==> config.mk <==
export PLATFORM = sky130hd
export DESIGN_NAME = cmrc_top
export DESIGN_NICKNAME = d
export VERILOG_FILES = /design/src/shared/cmrc_pkg.sv /design/src/shared/cmrc_clk_if.sv /design/src/rtl/cmrc_clk_div.sv /design/src/rtl/cmrc_rst_seq.sv /design/src/rtl/cmrc_top.sv
export SDC_FILE = /design/constraint.sdc
export NUM_CORES = 1
export LEC_CHECK = 0
export CORE_MARGIN = 8
export CORE_UTILIZATION = 66
export CTS_CLUSTER_DIAMETER = 50
export DETAILED_ROUTE_END_ITERATION = 10
export DONT_BUFFER_PORTS = 1
export GPL_ROUTABILITY_DRIVEN = 1
export PLACE_DENSITY = 0.82
export SYNTH_ARGS = -nofsm -noshare
export SYNTH_HDL_FRONTEND = slang
export SYNTH_SLANG_ARGS = --single-unit
export TNS_END_PERCENT = 100
==> constraint.sdc <==
create_clock -name i_clk -period 4.2 [get_ports i_clk]
set_input_delay 0.84 -clock i_clk [delete_from_list [all_inputs] [get_ports i_clk]]
set_output_delay 0.84 -clock i_clk [all_outputs]
set_load 0.05 [all_outputs]
==> src/shared/cmrc_pkg.sv <==
// Constants and types shared by the clock mode and reset control block
package cmrc_pkg;

	// APB address width and register word indices
	localparam int unsigned ADDR_W = 12;
	localparam logic [7:0] MODE_IDX = 8'hCA;
	localparam logic [7:0] STAT_IDX = 8'hCB;
	localparam logic [ADDR_W-1:0] MODE_ADDR = {2'h0, MODE_IDX, 2'h0};
	localparam logic [ADDR_W-1:0] STAT_ADDR = {2'h0, STAT_IDX, 2'h0};

	// Oscillator mode register layout
	localparam logic [7:0] MODE_RST = 8'h00;
	localparam logic [7:0] MODE_WMASK = 8'h1E;
	localparam int unsigned STOP_BIT = 1;
	localparam int unsigned SLOW_BIT = 2;
	localparam int unsigned MODE_LO = 3;
	localparam int unsigned MODE_HI = 4;

	// Status register layout
	localparam int unsigned ST_SLOW_BIT = 0;
	localparam int unsigned ST_RESET_BIT = 1;
	localparam int unsigned ST_RUN_BIT = 2;

	// Instruction clock dividers and program origin
	localparam logic [2:0] SLOW_DIV_LAST = 3'h3;
	localparam logic [11:0] PROG_ORIGIN = 12'h000;

	// Oscillator warm-up lengths in oscillator cycles
	localparam logic [11:0] WARM_XTAL_CYC = 12'h400;
	localparam logic [11:0] WARM_RC_CYC = 12'h020;

	// CPU mode field encoding
	typedef enum logic [1:0] {
		MODE_NORMAL = 2'h0,
		MODE_SLEEP  = 2'h1,
		MODE_GREEN  = 2'h2,
		MODE_RSVD   = 2'h3
	} cmrc_mode_t;

	// High clock source option
	typedef enum logic [2:0] {
		HC_IRC      = 3'h0,
		HC_IRC_RTC  = 3'h1,
		HC_EXT_RC   = 3'h2,
		HC_XTAL_32K = 3'h3,
		HC_XTAL_4M  = 3'h4,
		HC_XTAL_8M  = 3'h5
	} cmrc_hclk_t;

	// Reset sequence states
	typedef enum logic [1:0] {SEQ_PIN_WAIT, SEQ_INIT, SEQ_WARM, SEQ_RUN} cmrc_seq_t;

endpackage

==> src/shared/cmrc_clk_if.sv <==
// Clock selection and divider signals between control and divider
`timescale 1ns/1ns
interface cmrc_clk_if;
	logic       slow_req;
	logic [2:0] div_last;
	logic       run;
	logic       hclk_tick;
	logic       losc_tick;
	logic       cur_slow;
	logic       cpu_tick;

	modport ctl (output slow_req, output div_last, output run, output hclk_tick,
		output losc_tick, input cur_slow, input cpu_tick);
	modport div (input slow_req, input div_last, input run, input hclk_tick,
		input losc_tick, output cur_slow, output cpu_tick);
endinterface

==> src/rtl/cmrc_clk_div.sv <==
// Glitch-free system clock switch and instruction clock divider
`timescale 1ns/1ns
module cmrc_clk_div
	import cmrc_pkg::*;
(
	input  wire logic i_clk,
	input  wire logic i_nrst,
	cmrc_clk_if.div   bus
);
	logic [2:0] cnt;
	logic       src_tick;
	logic [2:0] last;
	logic       switch_ok;

	// Current source and its divide ratio
	assign src_tick = bus.cur_slow ? bus.losc_tick : bus.hclk_tick;
	assign last = bus.cur_slow ? SLOW_DIV_LAST : bus.div_last; // [RULE7] [RULE8]
	// Switch only where a period ends or while run is low, so no short cycle reaches the divider
	assign switch_ok = !bus.run || (src_tick ? (cnt == last) : (cnt == 3'h0));

	////////////////////////////////////////////////////////////////////////////
	// Divider counter and instruction tick
	always_ff @(posedge i_clk or negedge i_nrst)
	begin
		if (!i_nrst)
		begin
			cnt <= 3'h0;
			bus.cpu_tick <= 1'b0;
		end
		else
		begin
			bus.cpu_tick <= bus.run && src_tick && (cnt == last); // [RULE7] [RULE8]
			if (!bus.run)
				cnt <= 3'h0;
			else if (src_tick)
				cnt <= (cnt == last) ? 3'h0 : cnt + 3'h1;
		end
	end

	// Source selection follows the request only at a boundary or while run is low
	always_ff @(posedge i_clk or negedge i_nrst)
	begin
		if (!i_nrst)
			bus.cur_slow <= 1'b0;
		else if (switch_ok)
			bus.cur_slow <= bus.slow_req; // [RULE6] [RULE17]
	end
endmodule

==> src/rtl/cmrc_rst_seq.sv <==
// External reset pin, initialisation and warm-up sequencer
`timescale 1ns/1ns
module cmrc_rst_seq
	import cmrc_pkg::*;
(
	input  wire logic i_clk,
	input  wire logic i_nrst,
	input  wire logic i_pin_en,
	input  wire logic i_pin_n,
	input  wire logic i_osc_tick,
	input  wire logic i_xtal,
	output logic      o_sys_init,
	output logic      o_running,
	output logic      o_fetch_start
);
	cmrc_seq_t   state;
	logic [11:0] warm_cnt;
	logic [11:0] warm_last;
	logic        pin_hold;

	assign pin_hold = i_pin_en && !i_pin_n; // [RULE1]
	assign warm_last = (i_xtal ? WARM_XTAL_CYC : WARM_RC_CYC) - 12'h1; // [RULE16]
	assign o_sys_init = (state == SEQ_INIT);
	assign o_running = (state == SEQ_RUN);

	////////////////////////////////////////////////////////////////////////////
	// Sequence state, pin low wins from any state
	always_ff @(posedge i_clk or negedge i_nrst)
	begin
		if (!i_nrst)
			state <= SEQ_PIN_WAIT;
		else if (pin_hold)
			state <= SEQ_PIN_WAIT; // [RULE2] [RULE3]
		else
		begin
			unique case (state)
				SEQ_PIN_WAIT: state <= SEQ_INIT; // [RULE3]
				SEQ_INIT:     state <= SEQ_WARM; // [RULE4]
				SEQ_WARM:     if (i_osc_tick && warm_cnt == warm_last) state <= SEQ_RUN;
				SEQ_RUN:      state <= SEQ_RUN;
			endcase
		end
	end

	// Warm-up counter and fetch start pulse
	always_ff @(posedge i_clk or negedge i_nrst)
	begin
		if (!i_nrst)
		begin
			warm_cnt <= 12'h0;
			o_fetch_start <= 1'b0;
		end
		else
		begin
			o_fetch_start <= !pin_hold && state == SEQ_WARM && i_osc_tick
				&& warm_cnt == warm_last; // [RULE5]
			if (state != SEQ_WARM)
				warm_cnt <= 12'h0;
			else if (i_osc_tick)
				warm_cnt <= warm_cnt + 12'h1; // [RULE16]
		end
	end
endmodule

==> src/rtl/cmrc_top.sv <==
// Clock mode register, oscillator enables and reset sequence top level
//
// Implementation choice: the APB slave port.
`timescale 1ns/1ns

// Operation
// RULE1 - Reset pin active low when option enabled
// RULE2 - Pin honoured at power-up and running
// RULE3 - Stay in reset while pin low
// RULE4 - Load initial register values before warm-up
// RULE5 - After warm-up, fetch from address zero
// RULE6 - System clock from high or low source
// RULE7 - Normal mode: high clock divided by N
// RULE8 - Slow mode: low clock divided by four
// RULE9 - Mode register, bits four to one
// RULE10 - Stop bit halts high oscillator only
// RULE11 - Clock-mode bit selects high or low
// RULE12 - Mode field: normal, sleep, green, reserved
// RULE13 - Stop bit halts option's chosen high sources
// RULE14 - Sleep stops high and low oscillators
// RULE15 - Low oscillator stopped only by mode field
// RULE16 - Warm-up longer for crystal than RC
// RULE17 - Glitch-free switch between clock sources
module cmrc_top
	import cmrc_pkg::*;
(
	input  wire logic              i_clk,
	input  wire logic              i_nrst,
	input  wire logic              i_psel,
	input  wire logic              i_penable,
	input  wire logic              i_pwrite,
	input  wire logic [ADDR_W-1:0] i_paddr,
	input  wire logic [31:0]       i_pwdata,
	input  wire logic [3:0]        i_pstrb,
	output logic [31:0]            o_prdata,
	output logic                   o_pready,
	output logic                   o_pslverr,
	input  wire logic              i_rst_pin_n,
	input  wire logic              i_rst_pin_en,
	input  wire cmrc_hclk_t        i_high_clk_opt,
	input  wire logic [2:0]        i_fcpu_div,
	input  wire logic              i_hclk_tick,
	input  wire logic              i_losc_tick,
	output logic                   o_irc_en,
	output logic                   o_ext_osc_en,
	output logic                   o_rtc_xtal_en,
	output logic                   o_losc_en,
	output logic                   o_clk_low,
	output logic                   o_cpu_tick,
	output logic                   o_cpu_run,
	output logic                   o_sleep,
	output logic                   o_green,
	output logic                   o_in_reset,
	output logic                   o_fetch_start,
	output logic [11:0]            o_fetch_addr
);
	cmrc_clk_if clk_bus ();

	logic [7:0] mode_reg;
	cmrc_mode_t mode;
	logic       high_osc_stop;
	logic       clock_mode_select;
	logic       hclk_on;
	logic       internal_src;
	logic       xtal_src;
	logic       sys_init;
	logic       running;
	logic       fetch_start;
	logic       hit_mode;
	logic       hit_stat;
	logic       setup;
	logic       access;
	logic       wr_mode;
	logic [7:0] stat;
	logic [7:0] next_rdata;

	////////////////////////////////////////////////////////////////////////////
	// Register field decode
	assign high_osc_stop = mode_reg[STOP_BIT];
	assign clock_mode_select = mode_reg[SLOW_BIT];
	assign mode = cmrc_mode_t'(mode_reg[MODE_HI:MODE_LO]); // [RULE12]

	// High clock option classes
	assign internal_src = (i_high_clk_opt == HC_IRC) || (i_high_clk_opt == HC_IRC_RTC);
	assign xtal_src = (i_high_clk_opt == HC_XTAL_32K) || (i_high_clk_opt == HC_XTAL_4M)
		|| (i_high_clk_opt == HC_XTAL_8M) || (i_high_clk_opt == HC_IRC_RTC);

	// High oscillator runs unless stopped or asleep
	assign hclk_on = !high_osc_stop && (mode != MODE_SLEEP); // [RULE10] [RULE14]

	////////////////////////////////////////////////////////////////////////////
	// APB decode; the slave answers with no wait state
	assign setup = i_psel && !i_penable;
	assign access = i_psel && i_penable;
	assign hit_mode = (i_paddr == MODE_ADDR);
	assign hit_stat = (i_paddr == STAT_ADDR);
	assign o_pready = 1'b1;
	assign o_pslverr = access && !hit_mode && !hit_stat;
	// Writes land only while the system is out of reset
	assign wr_mode = access && i_pwrite && hit_mode && i_pstrb[0] && running;

	// Status view of the block's own state
	always_comb
	begin
		stat = 8'h00;
		stat[ST_SLOW_BIT] = clk_bus.cur_slow;
		stat[ST_RESET_BIT] = !running;
		stat[ST_RUN_BIT] = o_cpu_run;
	end

	// Read mux; reserved bits are zero through the write mask
	always_comb
	begin
		next_rdata = 8'h00;
		if (hit_mode)
			next_rdata = mode_reg; // [RULE9]
		else if (hit_stat)
			next_rdata = stat;
	end

	// Read data is captured in the setup cycle and held for the access cycle
	always_ff @(posedge i_clk or negedge i_nrst)
	begin
		if (!i_nrst)
			o_prdata <= 32'h0000_0000;
		else if (setup)
			o_prdata <= {24'h00_0000, next_rdata};
	end

	////////////////////////////////////////////////////////////////////////////
	// Oscillator mode register; held at its initial value until running
	always_ff @(posedge i_clk or negedge i_nrst)
	begin
		if (!i_nrst)
			mode_reg <= MODE_RST;
		else if (sys_init || !running)
			mode_reg <= MODE_RST; // [RULE4]
		else if (wr_mode)
			mode_reg <= i_pwdata[7:0] & MODE_WMASK; // [RULE9]
	end

	////////////////////////////////////////////////////////////////////////////
	// Oscillator enables per high clock option and CPU mode
	always_ff @(posedge i_clk or negedge i_nrst)
	begin
		if (!i_nrst)
		begin
			o_irc_en <= 1'b1;
			o_ext_osc_en <= 1'b1;
			o_rtc_xtal_en <= 1'b1;
			o_losc_en <= 1'b1;
		end
		else
		begin
			o_irc_en <= hclk_on && internal_src; // [RULE13]
			o_ext_osc_en <= hclk_on && !internal_src; // [RULE13]
			o_rtc_xtal_en <= hclk_on && (i_high_clk_opt == HC_IRC_RTC); // [RULE13]
			o_losc_en <= (mode != MODE_SLEEP); // [RULE14] [RULE15]
		end
	end

	// CPU mode outputs; green and sleep halt instruction execution
	always_ff @(posedge i_clk or negedge i_nrst)
	begin
		if (!i_nrst)
		begin
			o_cpu_run <= 1'b0;
			o_sleep <= 1'b0;
			o_green <= 1'b0;
		end
		else
		begin
			o_cpu_run <= running && (mode != MODE_SLEEP) && (mode != MODE_GREEN); // [RULE12]
			o_sleep <= running && (mode == MODE_SLEEP); // [RULE12]
			o_green <= running && (mode == MODE_GREEN); // [RULE12]
		end
	end

	// Program counter start address on the end of the power-on sequence
	always_ff @(posedge i_clk or negedge i_nrst)
	begin
		if (!i_nrst)
			o_fetch_addr <= PROG_ORIGIN;
		else if (fetch_start)
			o_fetch_addr <= PROG_ORIGIN; // [RULE5]
	end

	assign o_fetch_start = fetch_start;
	assign o_in_reset = !running;

	////////////////////////////////////////////////////////////////////////////
	// Clock switch and divider hookup; ticks only count while the source runs
	assign clk_bus.slow_req = clock_mode_select; // [RULE11]
	assign clk_bus.div_last = i_fcpu_div;
	assign clk_bus.run = o_cpu_run;
	assign clk_bus.hclk_tick = i_hclk_tick && (o_irc_en || o_ext_osc_en);
	assign clk_bus.losc_tick = i_losc_tick && o_losc_en;
	assign o_clk_low = clk_bus.cur_slow; // [RULE6]
	assign o_cpu_tick = clk_bus.cpu_tick;

	cmrc_clk_div u_div (
		.i_clk  (i_clk),
		.i_nrst (i_nrst),
		.bus    (clk_bus.div)
	);

	// Reset sequencer warms up on the high source after initialisation
	cmrc_rst_seq u_seq (
		.i_clk         (i_clk),
		.i_nrst        (i_nrst),
		.i_pin_en      (i_rst_pin_en),
		.i_pin_n       (i_rst_pin_n),
		.i_osc_tick    (clk_bus.hclk_tick),
		.i_xtal        (xtal_src),
		.o_sys_init    (sys_init),
		.o_running     (running),
		.o_fetch_start (fetch_start)
	);
endmodule

==> flow_metrics.py, run 1 <==
metrics = {
    "status": {
        "status": "finished clean",
    },
    "global_routing": {
        "grtUsageTotal_pct": 16.8,
        "grt_pass1_vias": 1575,
        "antenna_found_initial": 0,
        "top_usage_layer": "met2",
        "grt_max_degree": 37,
        "grtUsageMet2_pct": 25.2,
        "grt_pass1_wl_mm": 7.00,
        "grt_overflow_total": 0,
        "use_met3_pct": 6.87,
        "use_met1_pct": 20.3,
    },
    "route": {
        "vias": 1510,
        "ant_nets": 0,
        "drc": 0,
        "routed_wl_mm": 4.31,
        "drtIter0Drc": 83,
        "wl_per_cell_um": 15.4,
        "viasPerCell": 5.41,
        "drt_first_pass_iters": 4,
    },
    "clock_network": {
        "cts_max_level": 2,
        "clock_path_buffers": 2,
        "post_cts_buffers": 0,
        "cts_buffers": 5,
        "cts_num_sinks": 36,
        "postCtsResizedCells": 0,
        "hold_buffers": 0,
        "cts_tree": "done",
        "clock_latency_ps": 340,
        "cts_root_buf": "clkbuf_4",
        "cts.clk_slew.worst_paths_ps": 110,
    },
    "timing": {
        "skew_ps": 7.06,
        "worst_pin_slew_ps": 892,
        "setup_viol": 0,
        "relSlewSlack_pct": 40.3,
        "fmax_mhz": 362,
        "hold_slack_ps": 181,
        "period_share_pct": 65.7,
        "layout_min_cycle_time_ps": 2760,
        "final_max_slew_viol_count": 0,
        "rsz0062_at_grt": "no",
        "setup_tns_ps": 0,
        "finalHoldViolations": 0,
    },
    "synthesis": {
        "yosysUniqueCellTypes": 44,
        "synth_flop_cell": "dfrtp_1",
        "synthCells": 232,
        "synth-async-reset-ratio_pct": 100,
        "synth_seq_cells": 36,
        "synth_area_per_cell_sq_um": 9.16,
        "synth_edf_count": 0,
        "syn-cell-area_sq_mm": 0.00213,
        "yosys_warnings": 0,
        "yosysSeqAreaShare_pct": 42.6,
    },
    "critical_path": {
        "path_class": "in2out",
        "cp_slowest_cell": "nor2_1",
        "cp.required_ps": 3360,
        "reg2reg_to": "u_div.bus.cur_slow$_DFFE_PN0P_",
        "reg2regPathDepth": 4,
        "regToRegSetupSlack_ps": 2130,
        "path_max_fanout": 5,
        "cpPeakStageDelay_ps": 700,
        "path_delay_family": "simple AND/OR/NAND/NOR gates",
        "crit_arrival_ps": 1920,
        "startpoint_type": "primary input",
        "worstPathCellList": "and3b_1, and3_1, nor2_1",
        "endpoint_kind": "primary output",
        "critPathBufInv": 0,
        "worstReg2RegStart": "u_div.bus.cur_slow$_DFFE_PN0P_",
    },
    "cells_and_area": {
        "area_growth_pct": -1.24,
        "fin_nets": 300,
        "largest_register_ffs": 12,
        "diodes": 0,
        "stdcell_count": 279,
        "drive_gt1_share_pct": 5.96,
    },
    "die": {
        "rows": 20,
        "fp.dieH_um": 72.8,
        "boundaryPins": 120,
        "initial_core_util_pct": 69.6,
        "design.core.area_sq_mm": 0.00305,
        "die_area_sq_mm": 0.00529,
        "die_x_um": 72.8,
    },
    "place": {
        "dp.cells": 271,
        "hpwlAfterDp_mm": 3.35,
        "portBuffers": 0,
        "gp_congestion": 0.880,
    },
    "power_and_ir_drop": {
        "power_density_mw_per_mm2": 417,
        "p_leak_nw": 0.943,
        "irDropWorstVdd_uv": 189,
        "power_uw": 874,
    },
    "flow_run": {
        "maxCapViolations": 0,
    },
    "min_path": {
        "hp-class": "in2async",
    },
}
## where the power goes
part / leakage (nW) / switching (mW) / total [mW] / internal (mW)
logic: 0.407 / 0.157 / 0.188 / 0.0312
registers: 0.484 / 0.0489 / 0.417 / 0.368
clock network: 0.0515 / 0.111 / 0.269 / 0.158
## stage by stage
step | instance area [sq um] | utilization [%] | worst slack (ps)
2_1_floorplan | 2270 | - | 1480
3_3_place_gp | 2000 | 65.7 | 1440
3_5_place_dp | 2000 | 65.7 | 1440
4_1_cts | 2100 | 68.8 | 1440
5_1_grt | 2100 | 68.8 | 1420
6_report | 2100 | 68.8 | 1440
## worst max-delay path by stage
stage                    start   endpoint  cells past startpoint
finish              i_paddr[8]  o_pslverr                      3
global route        i_paddr[8]  o_pslverr                      3
CTS                 i_paddr[8]  o_pslverr                      3
detailed placement  i_paddr[8]  o_pslverr                      3
global placement    i_paddr[8]  o_pslverr                      3
floorplan           i_paddr[8]  o_pslverr                      3
## final cells by class
type                            count  area, sq um
Inverter                            9         33.8
Sequential cell                    36          906
Clock inverter                      1         30.0
Tap cell                           44         55.1
Multi-Input combinational cell    182         1010
Fill cell                         261          953
Clock buffer                        7         65.1
## cell families after synthesis
logic type | Yosys count | synth area share (%)
compound gates | 40 | 12.1
xor+xnor | 12 | 4.94
fa+ha+maj | 3 | 1.77
buf+inv | 52 | 16.6
flops | 36 | 42.6
mux | 3 | 1.41
other cells | 2 | 0.353
simple gates | 84 | 20.2
## synthesized netlist by cell type (all sizes together), types with 3 or more instances
library cell  number  area share [%]
xnor2              6             2.5
nor2              19             3.4
mux2i              3             1.4
nor2b              5             1.5
dfstp              4             4.9
inv                9             1.6
nand4              3            0.88
buf               43              15
nor3               8             1.9
nand2             13             2.3
o21ai             15             3.7
nand3             17             4.0
and3               3            0.88
a21oi              9             2.1
ha                 3             1.8
nor4               3            0.88
dfrtp             32              38
xor2               6             2.5
## cell usage in the layout (no fill, tap or decap), types with 3 or more instances in the layout
cell      instances
nand2_1          13
dfstp_2           4
o21ai_1           7
conb_1           40
nor4_1            3
xor2_1            6
and3_1            3
nand3_1          17
o21ai_0           7
nand4_1           3
ha_1              3
clkbuf_4          5
nor2b_1           5
mux2i_1           3
dfrtp_1          32
inv_1             9
xnor2_1           6
nor3_1            8
nor2_1           19
a21oi_1           9
## layer usage
| layer | up-vias | part of all wire, % |
|---|---|---|
| met5 | - | 0 |
| met4 | 0 | 1.4 |
| met3 | 4 | 11 |
| met2 | 88 | 44 |
| met1 | 693 | 44 |
| li1 | 725 | - |
Power figures use the tool's default switching activity.
==> inputs of run 2 (changes only) <==
--- a/config.mk
+++ b/config.mk
@@ -6,12 +6,12 @@
 export NUM_CORES = 1
 export LEC_CHECK = 0
 export CORE_MARGIN = 8
-export CORE_UTILIZATION = 66
+export CORE_UTILIZATION = 63
 export CTS_CLUSTER_DIAMETER = 50
 export DETAILED_ROUTE_END_ITERATION = 10
 export DONT_BUFFER_PORTS = 1
 export GPL_ROUTABILITY_DRIVEN = 1
-export PLACE_DENSITY = 0.82
+export PLACE_DENSITY = 0.79
 export SYNTH_ARGS = -nofsm -noshare
 export SYNTH_HDL_FRONTEND = slang
 export SYNTH_SLANG_ARGS = --single-unit
==> constraint.sdc (replaced) <==
create_clock -name i_clk -period 2.6 [get_ports i_clk]
set_input_delay 0.52 -clock i_clk [delete_from_list [all_inputs] [get_ports i_clk]]
set_output_delay 0.52 -clock i_clk [all_outputs]
set_load 0.05 [all_outputs]
==> run 2 against run 1 <==
- highest routed layer unchanged
- setup slack worse by 800 ps
- final cell count grew 2.5%
- count of clock-buffer cells in the layout is 1 higher
- clock skew fell by 0.98 ps
- critical path depth is 1 higher
- first-iteration DRC count down 2.4%
- flip-flop and latch count is the same
- via count increased by 2.3%
- largest power group unchanged
- critical path type unchanged
- global-route usage grew 0.26 points
- wire length grew 3.5%
- worst hold slack gained 42 ps
- non-clock buffer count up 5
==> flow_metrics.py, run 2 (synthesized netlist as in run 1, its figures left out) <==
metrics = {
    "critical_path": {
        "startpoint_type": "primary input",
        "crit_arrival_ps": 1440,
        "endpoint_kind": "primary output",
        "cp.required_ps": 2080,
        "path_max_fanout": 5,
        "path_class": "in2out",
    },
    "power_and_ir_drop": {
        "p_switching_uw": 516,
        "seq_power_share_pct": 51.8,
        "p_leak_nw": 0.952,
        "combPwrFrac_pct": 24.2,
        "swShare_pct": 39.7,
        "irDropWorstVdd_uv": 486,
        "power_mw": 1.30,
        "p_int_uw": 783,
        "power_density_mw_per_mm2": 613,
        "clockPowerShare_pct": 24.0,
    },
    "global_routing": {
        "grt_overflow_total": 0,
        "grtUsageTotal_pct": 17.1,
        "grt_pass1_wl_mm": 7.32,
        "grt_max_degree": 33,
        "grt_pass1_vias": 1569,
        "antenna_found_initial": 0,
    },
    "die": {
        "rows": 21,
        "boundaryPins": 120,
        "initial_core_util_pct": 64.7,
        "die_area_sq_mm": 0.00549,
        "design.core.area_sq_mm": 0.00328,
        "die_x_um": 74.1,
        "fp.dieH_um": 74.1,
    },
    "cells_and_area": {
        "fin_nets": 305,
        "final_common_cell": "conb_1",
        "layout_common_cells": "conb_1 (40), dfrtp_1 (32), nor2_1 (19), nand3_1 (17), nand2_1 (13)",
        "stdcell_count": 286,
        "diodes": 0,
        "largest_register_ffs": 12,
        "area_growth_pct": -0.236,
        "drive_gt1_share_pct": 6.25,
        "postLayoutCoreUtil_pct": 64.6,
    },
    "timing": {
        "final_max_slew_viol_count": 0,
        "rsz0062_at_grt": "no",
        "setup_viol": 0,
        "worst_pin_slew_ps": 759,
        "layout_min_cycle_time_ps": 1960,
        "skew_ps": 6.08,
        "finalHoldViolations": 0,
        "setup_tns_ps": 0,
        "period_share_pct": 75.4,
        "hold_slack_ps": 223,
        "fmax_mhz": 510,
        "relSlewSlack_pct": 49.4,
    },
    "place": {
        "portBuffers": 0,
        "dp.cells": 275,
        "gp_congestion": 0.810,
        "hpwlAfterDp_mm": 3.48,
    },
    "clock_network": {
        "cts_max_level": 2,
        "clock_latency_ps": 330,
        "cts_tree": "done",
        "cts_buffers": 5,
        "clock_path_buffers": 2,
        "postCtsResizedCells": 0,
        "cts.clk_slew.worst_paths_ps": 100,
        "cts_root_buf": "clkbuf_4",
        "cts_num_sinks": 36,
    },
    "route": {
        "drc": 0,
        "ant_nets": 0,
        "drt_first_pass_iters": 4,
        "drtIter0Drc": 81,
        "wl_per_cell_um": 15.6,
        "routed_wl_mm": 4.46,
        "vias": 1544,
        "viasPerCell": 5.40,
    },
    "status": {
        "status": "finished clean",
    },
    "flow_run": {
        "maxCapViolations": 0,
    },
    "min_path": {
        "hp-class": "in2reg",
    },
}
## run 2: path summary, 6_finish.rpt
check / start / end / slack (ps) / cells after the start
max in group asynchronous: i_nrst / u_seq.state[0]$_DFFE_PN0P_ / 1700 / 2
setup reg to reg: u_div.bus.cur_slow$_DFFE_PN0P_ / u_div.bus.cur_slow$_DFFE_PN0P_ / 860 / 4
hold reg to reg: mode_reg[1]$_DFFE_PN0P_ / o_ext_osc_en$_DFF_PN1_ / 470 / 1
min in group asynchronous: i_nrst / o_rtc_xtal_en$_DFF_PN1_ / 590 / 1
hold / removal: i_high_clk_opt[2] / o_irc_en$_DFF_PN1_ / 220 / 1
setup / recovery: i_paddr[4] / o_pslverr / 640 / 4
## run 2: through the flow
step	area (sq um)	worst slack, ps
after floorplan	2270	520
after global placement	2020	691
after detailed placement	2020	667
after CTS	2110	651
after global routing	2120	573
final	2120	640
## run 2: final cells by class
cell class / count / area, sq um
Multi-Input combinational cell: 182 / 1010
Inverter: 9 / 33.8
Fill cell: 308 / 1160
Clock buffer: 8 / 58.8
Timing Repair Buffer: 5 / 55.1
Sequential cell: 36 / 906
Tap cell: 46 / 57.6
## run 2: critical path, cell delays in order
cell	delay (ps)
nor4_1	350
and3_1	310
nor2_1	70
buf_4	190
## run 2: layer usage
layer	track usage [%]	up-vias	wire length, um
met2	25.4	77	1980
li1	-	739	-
met4	8.65	0	99
met1	21.1	719	1910
met3	6.33	9	475
met5	0	-	0
## run 2: power groups by stage
stage	logic (mW)	registers [mW]	clock network [mW]
floorplan	0.331	0.662	0
global placement	0.294	0.681	0
detailed placement	0.297	0.683	0
CTS	0.314	0.672	0.322
global route	0.340	0.679	0.341
finish	0.314	0.673	0.312
## run 2: timing repair
item                                   4_1_cts  5_1_grt
endpoints found under the hold margin       32        2
hold buffers                                 2        1
setup buffers                                0        0
setup endpoints to repair                    0        0
